===== src/amd_pkg.sv =====
package amd_pkg;

  localparam int ADDR_W = 16;
  localparam int GREG_N = 8;
  localparam logic [2:0] STACK_REG_IDX = 3'h7;
  localparam logic [7:0] SHORT_ABS_UPPER = 8'hff;
  localparam logic [7:0] MEM_IND_UPPER = 8'h00;
  localparam int INSN_TOTAL = 55;
  localparam int SHIFT_COUNT = 8;
  localparam int BRANCH_COUNT = 5;
  localparam int SYSCTL_COUNT = 8;

  // Addressing mode numbers
  typedef enum logic [3:0] {
    AMD_AM_REG     = 4'h1,
    AMD_AM_IND     = 4'h2,
    AMD_AM_DISP    = 4'h3,
    AMD_AM_INCDEC  = 4'h4,
    AMD_AM_ABS     = 4'h5,
    AMD_AM_IMM     = 4'h6,
    AMD_AM_PCREL   = 4'h7,
    AMD_AM_MEMIND  = 4'h8
  } amd_mode_t;

  // Variant of mode 4 or mode 5
  typedef enum logic [1:0] {
    AMD_SUB_NONE  = 2'h0,
    AMD_SUB_PRE   = 2'h1,
    AMD_SUB_POST  = 2'h2,
    AMD_SUB_SHORT = 2'h3
  } amd_sub_t;

  typedef enum logic [2:0] {
    AMD_GRP_XFER  = 3'h0,
    AMD_GRP_ARITH = 3'h1,
    AMD_GRP_LOGIC = 3'h2,
    AMD_GRP_SHIFT = 3'h3,
    AMD_GRP_BIT   = 3'h4,
    AMD_GRP_BRAN  = 3'h5,
    AMD_GRP_SYS   = 3'h6,
    AMD_GRP_BLOCK = 3'h7
  } amd_group_t;

  // Opcodes: 55 instructions plus stack aliases that map onto word_transfer
  typedef enum logic [5:0] {
    AMD_OP_GENERAL_TRANSFER = 6'h00,
    AMD_OP_ADD       = 6'h01, AMD_OP_SUB         = 6'h02,
    AMD_OP_ADD_WITH_CARRY   = 6'h03, AMD_OP_SUBTRACT_WITH_CARRY = 6'h04,
    AMD_OP_INC       = 6'h05, AMD_OP_DEC         = 6'h06,
    AMD_OP_ADDS      = 6'h07, AMD_OP_SUBS        = 6'h08,
    AMD_OP_DAA       = 6'h09, AMD_OP_DAS         = 6'h0a,
    AMD_OP_MULXU     = 6'h0b, AMD_OP_DIVXU       = 6'h0c,
    AMD_OP_CMP       = 6'h0d, AMD_OP_NEG         = 6'h0e,
    AMD_OP_AND       = 6'h0f, AMD_OP_OR          = 6'h10,
    AMD_OP_XOR       = 6'h11, AMD_OP_NOT         = 6'h12,
    AMD_OP_ARITH_SHIFT_LEFT = 6'h13, AMD_OP_ARITH_SHIFT_RIGHT = 6'h14,
    AMD_OP_LOGIC_SHIFT_LEFT = 6'h15, AMD_OP_LOGIC_SHIFT_RIGHT = 6'h16,
    AMD_OP_ROTATE_LEFT      = 6'h17, AMD_OP_ROTATE_RIGHT      = 6'h18,
    AMD_OP_ROTATE_LEFT_CARRY = 6'h19, AMD_OP_ROTATE_RIGHT_CARRY = 6'h1a,
    AMD_OP_BIT_SET_OP    = 6'h1b, AMD_OP_BIT_CLEAR_OP  = 6'h1c,
    AMD_OP_BIT_INVERT_OP = 6'h1d, AMD_OP_BIT_TEST_OP   = 6'h1e,
    AMD_OP_BAND   = 6'h1f, AMD_OP_BIAND  = 6'h20, AMD_OP_BOR   = 6'h21,
    AMD_OP_BIOR   = 6'h22, AMD_OP_BXOR   = 6'h23, AMD_OP_BIXOR = 6'h24,
    AMD_OP_BLD    = 6'h25, AMD_OP_BILD   = 6'h26, AMD_OP_BST   = 6'h27,
    AMD_OP_BIST   = 6'h28,
    AMD_OP_COND_BRANCH     = 6'h29, AMD_OP_JUMP_OP       = 6'h2a,
    AMD_OP_BRANCH_SUBROUTINE = 6'h2b, AMD_OP_JUMP_SUBROUTINE = 6'h2c,
    AMD_OP_RETURN_SUB      = 6'h2d,
    AMD_OP_RETURN_EXCEPTION = 6'h2e, AMD_OP_SLEEP        = 6'h2f,
    AMD_OP_LOAD_COND_REG   = 6'h30, AMD_OP_STORE_COND_REG = 6'h31,
    AMD_OP_AND_COND_REG    = 6'h32, AMD_OP_OR_COND_REG    = 6'h33,
    AMD_OP_XOR_COND_REG    = 6'h34, AMD_OP_NOP           = 6'h35,
    AMD_OP_BLOCK_TRANSFER_OP = 6'h36,
    AMD_OP_PUSH_ALIAS      = 6'h37,
    AMD_OP_POP_ALIAS       = 6'h38
  } amd_op_t;

  localparam logic [5:0] AMD_OP_LAST_REAL = 6'h36;

  typedef struct packed {
    amd_op_t         op;
    amd_mode_t       mode;
    amd_sub_t        sub;
    logic            word;
    logic            bit_from_reg;
    logic [2:0]      reg_idx;
    logic [2:0]      bit_imm;
    logic [3:0]      cond;
    logic [ADDR_W-1:0] addr_raw;
  } amd_req_t;

  typedef struct packed {
    amd_op_t         op;
    amd_group_t      group;
    amd_mode_t       mode;
    amd_sub_t        sub;
    logic            word;
    logic            bit_from_reg;
    logic [2:0]      reg_idx;
    logic [2:0]      bit_imm;
    logic [3:0]      cond;
    logic [ADDR_W-1:0] ea;
    logic            invalid;
  } amd_dec_t;

endpackage


===== src/amd_decoder.sv =====
`timescale 1ns/1ps
`default_nettype none
// Summary of operation
// - Arithmetic and logic use register direct only
// - Listed byte ops also accept immediate mode
// - Transfers allow all modes except PC-relative, memory indirect
// - Bit ops: register, indirect, absolute; 3-bit bit
// - Set/clear/invert/test may take bit from register
// - Fifty-five instructions in eight groups
// - Push equals word store with predecrement stack
// - Pop equals word load with postincrement stack
// - Short absolute mode allowed for byte only in transfer and bit ops
// - Transfer: reg-reg, reg-memory, immediate to register
// - Conditional branch carries a condition field
// - Shift group holds eight instructions
// - Branch group holds five instructions
// - System control group holds eight instructions
// - Word access and fetch clear address bit0
// - Short absolute upper byte is all ones
module amd_decoder
  import amd_pkg::*;
(
  input  wire logic     sys_clk,    // 20 MHz clock
  input  wire logic     sys_rst,    // Synchronous reset, high
  input  wire logic     req_valid,  // Request from fetch stage
  input  wire amd_req_t req_in,     // Instruction fields
  output amd_dec_t      dec_out,    // Registered decode result
  output logic          dec_valid   // Result valid, one cycle
);

  amd_req_t          canon;
  logic              legal;
  logic [ADDR_W-1:0] ea;
  amd_dec_t          dec_reg;
  amd_dec_t          dec_next;
  logic              valid_reg;

  function automatic amd_group_t group_of(input amd_op_t op);
    if (op == AMD_OP_GENERAL_TRANSFER) begin
      return AMD_GRP_XFER;
    end else if (op <= AMD_OP_NEG) begin
      return AMD_GRP_ARITH;
    end else if (op <= AMD_OP_NOT) begin
      return AMD_GRP_LOGIC;
    end else if (op <= AMD_OP_ROTATE_RIGHT_CARRY) begin
      return AMD_GRP_SHIFT;
    end else if (op <= AMD_OP_BIST) begin
      return AMD_GRP_BIT;
    end else if (op <= AMD_OP_RETURN_SUB) begin
      return AMD_GRP_BRAN;
    end else if (op <= AMD_OP_NOP) begin
      return AMD_GRP_SYS;
    end else begin
      return AMD_GRP_BLOCK;
    end
  endfunction

  // Stack aliases become word_transfer on the stack register, so the rest of the core sees one form
  wire is_push = (req_in.op == AMD_OP_PUSH_ALIAS);
  wire is_pop  = (req_in.op == AMD_OP_POP_ALIAS);
  always_comb begin
    canon = req_in;
    if (is_push) begin
      canon.op      = AMD_OP_GENERAL_TRANSFER;
      canon.mode    = AMD_AM_INCDEC;
      canon.sub     = AMD_SUB_PRE;
      canon.word    = 1'b1;
      canon.reg_idx = STACK_REG_IDX;
    end else if (is_pop) begin
      canon.op      = AMD_OP_GENERAL_TRANSFER;
      canon.mode    = AMD_AM_INCDEC;
      canon.sub     = AMD_SUB_POST;
      canon.word    = 1'b1;
      canon.reg_idx = STACK_REG_IDX;
    end
  end

  amd_legal_check u_legal (
    .req   (canon),
    .legal (legal)
  );

  amd_ea_form u_ea (
    .req (canon),
    .ea  (ea)
  );

  always_comb begin
    dec_next.op           = canon.op;
    dec_next.group        = group_of(canon.op);
    dec_next.mode         = canon.mode;
    dec_next.sub          = canon.sub;
    dec_next.word         = canon.word;
    dec_next.bit_from_reg = canon.bit_from_reg;
    dec_next.reg_idx      = canon.reg_idx;
    dec_next.bit_imm      = canon.bit_imm;
    dec_next.cond         = (canon.op == AMD_OP_COND_BRANCH) ? canon.cond : 4'h0;
    dec_next.ea           = ea;
    dec_next.invalid      = ~legal;
  end

  always_ff @(posedge sys_clk) begin
    if (sys_rst) begin
      dec_reg   <= '0;
      valid_reg <= 1'b0;
    end else begin
      valid_reg <= req_valid;
      if (req_valid) begin
        dec_reg <= dec_next;
      end
    end
  end

  assign dec_out   = dec_reg;
  assign dec_valid = valid_reg;
endmodule
`default_nettype wire


===== src/amd_legal_check.sv =====
`timescale 1ns/1ps
`default_nettype none
module amd_legal_check
  import amd_pkg::*;
(
  input  wire amd_req_t req,      // Canonical request
  output logic          legal     // Combination is allowed
);

  wire is_arith = (req.op >= AMD_OP_ADD) && (req.op <= AMD_OP_NEG);
  wire is_logic = (req.op >= AMD_OP_AND) && (req.op <= AMD_OP_NOT);
  wire is_shift = (req.op >= AMD_OP_ARITH_SHIFT_LEFT) && (req.op <= AMD_OP_ROTATE_RIGHT_CARRY);
  wire is_bit   = (req.op >= AMD_OP_BIT_SET_OP) && (req.op <= AMD_OP_BIST);
  wire is_bset4 = (req.op >= AMD_OP_BIT_SET_OP) && (req.op <= AMD_OP_BIT_TEST_OP);
  wire is_xfer  = (req.op == AMD_OP_GENERAL_TRANSFER);
  wire imm_ok   = (req.op == AMD_OP_ADD) || (req.op == AMD_OP_ADD_WITH_CARRY) ||
                  (req.op == AMD_OP_SUBTRACT_WITH_CARRY) || (req.op == AMD_OP_AND) ||
                  (req.op == AMD_OP_OR) || (req.op == AMD_OP_XOR) ||
                  ((req.op == AMD_OP_CMP) && !req.word);
  wire sp_incdec = (req.mode == AMD_AM_INCDEC) && (req.reg_idx == STACK_REG_IDX);
  wire short_abs = (req.mode == AMD_AM_ABS) && (req.sub == AMD_SUB_SHORT);

  wire alu_ok   = (req.mode == AMD_AM_REG) || ((req.mode == AMD_AM_IMM) && imm_ok && !req.word);
  wire xfer_ok  = (req.mode != AMD_AM_PCREL) && (req.mode != AMD_AM_MEMIND) &&
                  !(short_abs && req.word) &&
                  !(sp_incdec && !req.word) &&
                  !((req.mode == AMD_AM_INCDEC) && (req.sub == AMD_SUB_NONE));
  wire bit_ok   = ((req.mode == AMD_AM_REG) || (req.mode == AMD_AM_IND) || (req.mode == AMD_AM_ABS)) &&
                  !(req.bit_from_reg && !is_bset4) && !req.word;

  assign legal = (req.op <= AMD_OP_LAST_REAL) &&
                 (is_xfer ? xfer_ok :
                  (is_arith || is_logic || is_shift) ? alu_ok :
                  is_bit ? bit_ok : 1'b1);

endmodule
`default_nettype wire


===== src/amd_ea_form.sv =====
`timescale 1ns/1ps
`default_nettype none
module amd_ea_form
  import amd_pkg::*;
(
  input  wire amd_req_t          req,  // Canonical request
  output logic [ADDR_W-1:0]      ea    // Effective address
);

  wire [ADDR_W-1:0] short_ea = {SHORT_ABS_UPPER, req.addr_raw[7:0]};
  wire [ADDR_W-1:0] mind_ea  = {MEM_IND_UPPER, req.addr_raw[7:0]};
  wire              evenize  = req.word || (req.mode == AMD_AM_MEMIND) || (req.op == AMD_OP_JUMP_OP) ||
                               (req.op == AMD_OP_JUMP_SUBROUTINE);
  wire [ADDR_W-1:0] raw_sel  = ((req.mode == AMD_AM_ABS) && (req.sub == AMD_SUB_SHORT)) ? short_ea :
                               (req.mode == AMD_AM_MEMIND) ? mind_ea : req.addr_raw;

  assign ea = {raw_sel[ADDR_W-1:1], raw_sel[0] & ~evenize};

endmodule
`default_nettype wire


===== config.mk =====
export PLATFORM = sky130hd
export DESIGN_NAME = amd_decoder
export DESIGN_NICKNAME = d
export VERILOG_FILES = /design/src/amd_pkg.sv /design/src/amd_decoder.sv /design/src/amd_legal_check.sv /design/src/amd_ea_form.sv
export SDC_FILE = /design/constraint.sdc
export NUM_CORES = 1
export LEC_CHECK = 0
export BUFFER_PORTS_ARGS = -buffer_cell sky130_fd_sc_hd__buf_2
export CAP_MARGIN = 10
export CORE_MARGIN = 2
export CORE_UTILIZATION = 35
export DETAILED_ROUTE_END_ITERATION = 6
export PLACE_DENSITY = 0.63
export SETUP_SLACK_MARGIN = 0.4
export SLEW_MARGIN = 25
export SYNTH_ARGS = -nofsm -noshare
export SYNTH_HDL_FRONTEND = slang
export SYNTH_SLANG_ARGS = --single-unit

===== constraint.sdc =====
create_clock -name sys_clk -period 2.3 [get_ports sys_clk]
set_clock_uncertainty 0.15 [all_clocks]
set_input_delay 0.23 -clock sys_clk [delete_from_list [all_inputs] [get_ports sys_clk]]
set_output_delay 0.23 -clock sys_clk [all_outputs]
set_load 0.02 [all_outputs]

* Word-level counts from Yosys, hierarchy flattened *
Index checks and enable logic that the tools add are counted.

storage, ports and cells
  bits in registers = 45
  bits in latches = 0
  bits in writable memories = 0
  memory bits (read-only) = 0
  input bits = 43
  output and inout bits = 45
  word-level logic and storage cells = 109
  memories = 0

operators by class
  add/subtract/negate cells = 0
  $mul = 0
  div/mod/pow operators = 0
  magnitude comparators = 12
  eq/ne operators = 22
  shift operators = 0
  mux-type cells = 17
  bitwise operators = 3
  reductions and logical operators = 43

operator list
  operator                                                                          count
  16-bit 2-to-1 mux                                                                 2
  6-bit == test, second input constant                                              5
  13-bit 2-to-1 mux                                                                 2
  6-bit less-or-equal comparator, second input constant                             4
  1-bit logical AND                                                                 21
  6-bit by 5-bit less-or-equal comparator with 1-bit output, second input constant  3
  3-bit 2-to-1 mux                                                                  6
  1-bit logical OR                                                                  14
  4-bit by 3-bit == test with 1-bit output, second input constant                   3
  6-bit by 4-bit == test with 1-bit output, second input constant                   2
  6-bit by 5-bit == test with 1-bit output, second input constant                   2
  6-bit by 5-bit >= comparator with 1-bit output, second input constant             2
  6-bit by 1-bit == test with 1-bit output, second input constant                   1
  6-bit by 2-bit == test with 1-bit output, second input constant                   1
  6-bit by 3-bit == test with 1-bit output, second input constant                   1
  6-bit by 1-bit >= comparator with 1-bit output, second input constant             1
  6-bit by 4-bit >= comparator with 1-bit output, second input constant             1
  6-bit by 4-bit less-or-equal comparator with 1-bit output, second input constant  1
  1-bit zero test                                                                   6
  6-bit zero test                                                                   1
  4-bit by 1-bit == test with 1-bit output, second input constant                   1
  4-bit by 2-bit == test with 1-bit output, second input constant                   1
  4-bit == test, second input constant                                              1
  1-bit 2-to-1 mux                                                                  4
  other kinds (9)                                                                   11

* Longest topological paths before layout *
  depth after elaboration = 17
  depth in mapped cells = 6
  mapped depth without buffers = 5

* By module *
A second synthesis with hierarchy kept.

unflattened totals
  cell total of the unflattened synthesis = 298
  area total of the unflattened synthesis = 2,483.6 um2

by module, submodules not included
  module           times used  cells an instance  area an instance (um2)  sequential area each (um2)
  amd_decoder      1           227                2,003.2                 900.9
  amd_legal_check  1           40                 274.0                   0.0
  amd_ea_form      1           31                 206.4                   0.0

* Least setup slack after synthesis *
OpenSTA, ideal clock, no wires.

  path kind = input port to flip-flop
  from = in req_in[35] (netlist bit)
  to = reg dec_reg (netlist bit dec_out[0])
  library setup time = 0.134 ns
  data arrival time = 1.461 ns
  required time = 2.016 ns
  setup slack = 0.555 ns
  cell stages on the path = 5
  path buffers = 0
  path through = and4b_4 -> o211a_4 -> or4_1 -> a22oi_1 -> o221ai_1

between the ends
  longest elaborated chain between the ends = 17
  elaborated cells between the ends (all ways) = 76
  classes of those cells = order compare (10); eq/ne (18); mux (7); bitwise (1); reduce/logical (40)

ends and longest elaborated chain
  item                                                                                     RTL line               source
  from (decl)                                                                              amd_decoder.sv:26      input wire amd_req_t req_in,
  branches (longest 15 deep; another with 6-bit by 5-bit >= comparator with 1-bit output)  --
  1-bit logical AND (*)                                                                    amd_legal_check.sv:31  assign legal = (req.op <= AMD_OP_LAST_REAL) &&
  1-bit inverter (*)                                                                       amd_decoder.sv:99      dec_next.invalid = ~legal;
  to (signal assigned)                                                                     amd_decoder.sv:109     dec_reg <= dec_next;
  to (decl)                                                                                amd_decoder.sv:34      amd_dec_t dec_reg;

Mark *: on every way between the ends.
A chain may end at the register's enable or synchronous reset.

* Worst setup path after layout *
  from = in req_in[37] (netlist bit)
  to = reg dec_reg (netlist bit dec_out[0])

The elaborated chain is that of the path after synthesis.

==> impl_table.tex <==
\begin{tabular}{lr}
\hline
Metric & Value \\
\hline
\multicolumn{2}{l}{\textbf{Status}} \\
Run status & finished clean \\
\multicolumn{2}{l}{\textbf{Finish}} \\
Area growth, synth to finish & 27.45\% \\
ANT cells & 0 \\
Proportion of layout cells with a drive suffix above 1 & 0.3035 \\
Final net count & 389 \\
Final std cell area, no fill & 2730 µm² \\
\multicolumn{2}{l}{\textbf{Floorplanning}} \\
Io pins & 88 \\
Number of core rows & 28 \\
Die width & 82.23 µm \\
Std-Cell Core Area & 5921 µm² \\
Initial core utilization & 0.3618 \\
DIE AREA & 6762 µm² \\
Die Y-Extent & 82.23 µm \\
\multicolumn{2}{l}{\textbf{Yosys}} \\
Top cells by area in the synthesized netlist & dfxtp\_1 (42\%), a21oi\_1 (7.7\%), nor2\_1 (7.5\%) \\
Share of synthesized area spent on multiplexers & 0.05140 \\
Sequential cell area fraction in the yosys report & 0.4206 \\
Synth unique cells & 43 \\
Cell taking the most area after synthesis & dfxtp\_1 \\
Net count of the mapped netlist & 309 \\
Post-synthesis compound-gate area fraction & 0.1916 \\
Synth Area in XOR/XNOR & 0.008178 \\
Post-synth EDFFs & 0 \\
Arithmetic-cell share of the synthesized area counting full adders, half adders and majority gates & 0 \\
Cell count after synthesis & 266 \\
Warnings from Yosys & 0 \\
Fraction of synthesized cell area taken by the top area cell type & 0.4206 \\
Mean instance size in the synthesized netlist & 8.053 µm² \\
Share of flip-flops with an asynchronous set or reset & 0 \\
Most used flip-flop cell after synthesis & dfxtp\_1 \\
Post-Synth Simple-Gate Area & 0.2880 \\
Combinational family with the most area after synthesis & simple AND/OR/NAND/NOR gates \\
Commonest cells in the netlist & dfxtp\_1 (45), nor2\_1 (43), a21oi\_1 (33), clkbuf\_1 (17), nand2b\_1 (16) \\
Most numerous cell in the Yosys netlist & dfxtp\_1 \\
FF+latch count, synth & 45 \\
Netlist Area Pre-Place & 2142 µm² \\
\multicolumn{2}{l}{\textbf{CTS}} \\
Number of buffers created by CTS & 5 \\
Root buffer selected by CTS & clkbuf\_8 \\
Worst skew pair latency & 290 ps \\
CTS tree & yes \\
Clk sink count & 45 \\
H-tree levels & 2 \\
\# hold bufs at CTS & 0 \\
Maximum number of buffers from clock root to sink & 2 \\
Clock transition time at the flip-flop clock pins of the worst setup and hold paths & 80 ps \\
\multicolumn{2}{l}{\textbf{Setup path}} \\
Start of the worst register-to-register path & dec\_out[0] \\
Required time of the critical path & 2310 ps \\
Worst path top cell family by delay & simple AND/OR/NAND/NOR gates \\
Number of buffer and inverter instances along the worst setup path & 1 \\
Reg-to-reg endpoint & dec\_out[0] \\
Data arrival time of the worst path & 1780 ps \\
Highest net fanout along the worst path & 13 \\
Crit path capture type & flop \\
Cell chain of the critical path & buf\_2 > and4b\_4 > o211a\_4 > or4\_1 > a22oi\_1 > o221ai\_1 \\
Type of origin of the critical path & input port \\
Crit path from & req\_in[37] \\
Number of cells on the worst reg-to-reg path & 4 \\
Standard cell with the maximum stage delay on the critical path & or4\_1 \\
Flop-to-flop setup slack & 920 ps \\
Worst Path Class, Setup & in2reg \\
Largest incremental delay on the critical path & 470 ps \\
\multicolumn{2}{l}{\textbf{Detailed routing}} \\
Overall via count from detail\_route & 2177 \\
Wire length reported by the detailed router & 5744 µm \\
Detailed-routed wire length on met3 & 475 µm \\
DR top layer & met4 \\
Number of detailed-route iterations in the first pass & 6 \\
Detailed-routing wirelength on met1 & 2692 µm \\
First DRT Iteration DRCs & 202 \\
Post-detailed-route DRC marker count & 0 \\
Met2 wire length & 2549 µm \\
Wire per inst & 13.64 µm \\
DRT antenna net count & 0 \\
Vias per cell & 5.171 \\
\multicolumn{2}{l}{\textbf{Global routing}} \\
Combined global-route utilization of all metal layers & 0.1687 \\
First-pass GRT wire length & 8818 µm \\
Largest net degree at the start of global routing & 42 \\
Antenna violations before repair & 0 \\
Vias in the first global route & 1899 \\
Gr ovfl total & 0 \\
\multicolumn{2}{l}{\textbf{Flow run}} \\
Number of maximum-capacitance violations & 0 \\
\multicolumn{2}{l}{\textbf{Timing}} \\
Hold Violations, Final & 0 \\
Ratio of final minimum period to clock period & 0.7662 \\
Minimum clock period after layout & 1762 ps \\
Setup repair after global routing missed its margin & false \\
Setup TNS & 0 ps \\
Setup-violating endpoint count in the final report & 0 \\
Worst-margin pin slew & 623.2 ps \\
Fmax & 567.4 MHz \\
Remaining max-slew budget at the tightest pin & 0.5807 \\
Number of max-slew violations in the final report & 0 \\
\multicolumn{2}{l}{\textbf{Pwr}} \\
Power density over the cells & 611.8 nW/µm² \\
Leakage dissipation & 1.234 nW \\
Worst IR Drop VDD & 0.4308 mV \\
\multicolumn{2}{l}{\textbf{Worst hold path}} \\
Class of the most critical hold timing path & in2reg \\
Depth of the worst hold-timing path & 3 \\
Hold EP & dec\_out[19] \\
Hold wc startpoint & req\_in[18] \\
\multicolumn{2}{l}{\textbf{Placed design}} \\
Port bufs & 87 \\
Instance area after placement & 2641 µm² \\
Placer congestion estimate & 0.9116 \\
Post-DP HPWL & 4133 µm \\
\hline
\end{tabular}
==> through the flow <==
step	power, mW	hold slack [ps]	instances	worst slack, ps	util
final	1.670	21.62	421	537.7	0.4611
after global routing	1.758	19.92	421	420.6	0.4611
after CTS	1.698	9.822	421	519.0	0.4607
after detailed placement	1.204	307.5	414	218.1	0.4461
after global placement	1.202	301.0	414	273.4	0.4461
after floorplan	1.077	219.2	266	555.2	-
==> state kept, by name, summed over array words and instances (netlist names) <==
register	count
dec_valid	1
dec_out	44
==> placed cells by master, fill, tap and decap left out, types with 2 or more instances in the layout <==
cell	count
a211o_1	2
a211oi_1	5
a21oi_1	33
a311oi_1	2
a31oi_1	3
and3_1	3
buf_2	87
buf_4	6
clkbuf_8	6
dfxtp_1	45
inv_1	3
mux2i_1	11
nand2_1	6
nand2b_1	16
nand3_1	15
nand4_1	2
nor2_1	43
nor2b_1	7
nor3_1	11
nor4_1	2
nor4b_1	3
o211ai_1	3
o21ai_0	7
or2_2	2
xnor2_1	2
==> how the worst max path moves through the flow <==
stage	endpoint	slack, ps	cells past startpoint
after floorplan	dec_out[0]	560	5
after global placement	dec_out[0]	270	6
after detailed placement	dec_out[10]	220	6
after CTS	dec_out[10]	520	6
after global routing	dec_out[10]	420	6
final	dec_out[0]	540	6
==> worst register-to-register path, cell delays in order, from the launching register on <==
cell and delay, ps:
dfxtp_1 350, nor2_1 60, or2_2 280, a311o_1 320, o221ai_1 140
==> cell type report <==
| type | instances | area (µm²) |
|---|---|---|
| Multi-Input combinational cell | 198 | 1157 |
| Tap cell | 75 | 93.84 |
| Inverter | 3 | 11.26 |
| Fill cell | 619 | 3191 |
| Clock buffer | 7 | 86.33 |
| Timing Repair Buffer | 93 | 480.5 |
| Sequential cell | 45 | 900.9 |
==> routing by layer <==
layer,vias up,global-route usage
met3,2,0.05870
met4,0,0.04333
met2,85,0.2532
li1,1107,-
met5,-,0
met1,983,0.2303
==> timing repair <==
| item | 4_1_cts | 5_1_grt |
|---|---|---|
| buffers inserted | 0 | 0 |
| setup endpoints to repair | 0 | 8 |
| gates resized for setup | 0 | 1 |
| endpoints found under the hold margin | 0 | 0 |
==> report_power, final <==
part	internal [mW]	total (mW)	switching [mW]
registers	0.825	0.847	0.0218
clock network	0.239	0.484	0.246
logic	0.131	0.339	0.208
==> cells by family (layout without fill, tap and decap cells) <==
family,count (synthesis),count (layout)
and+or+nand+nor,119,119
AOI/OAI and AO/OA,66,66
DFF,45,45
buffers and inverters,23,103
muxes,11,11
xor gates and xnor gates,2,2
Power figures use the tool's default switching activity.
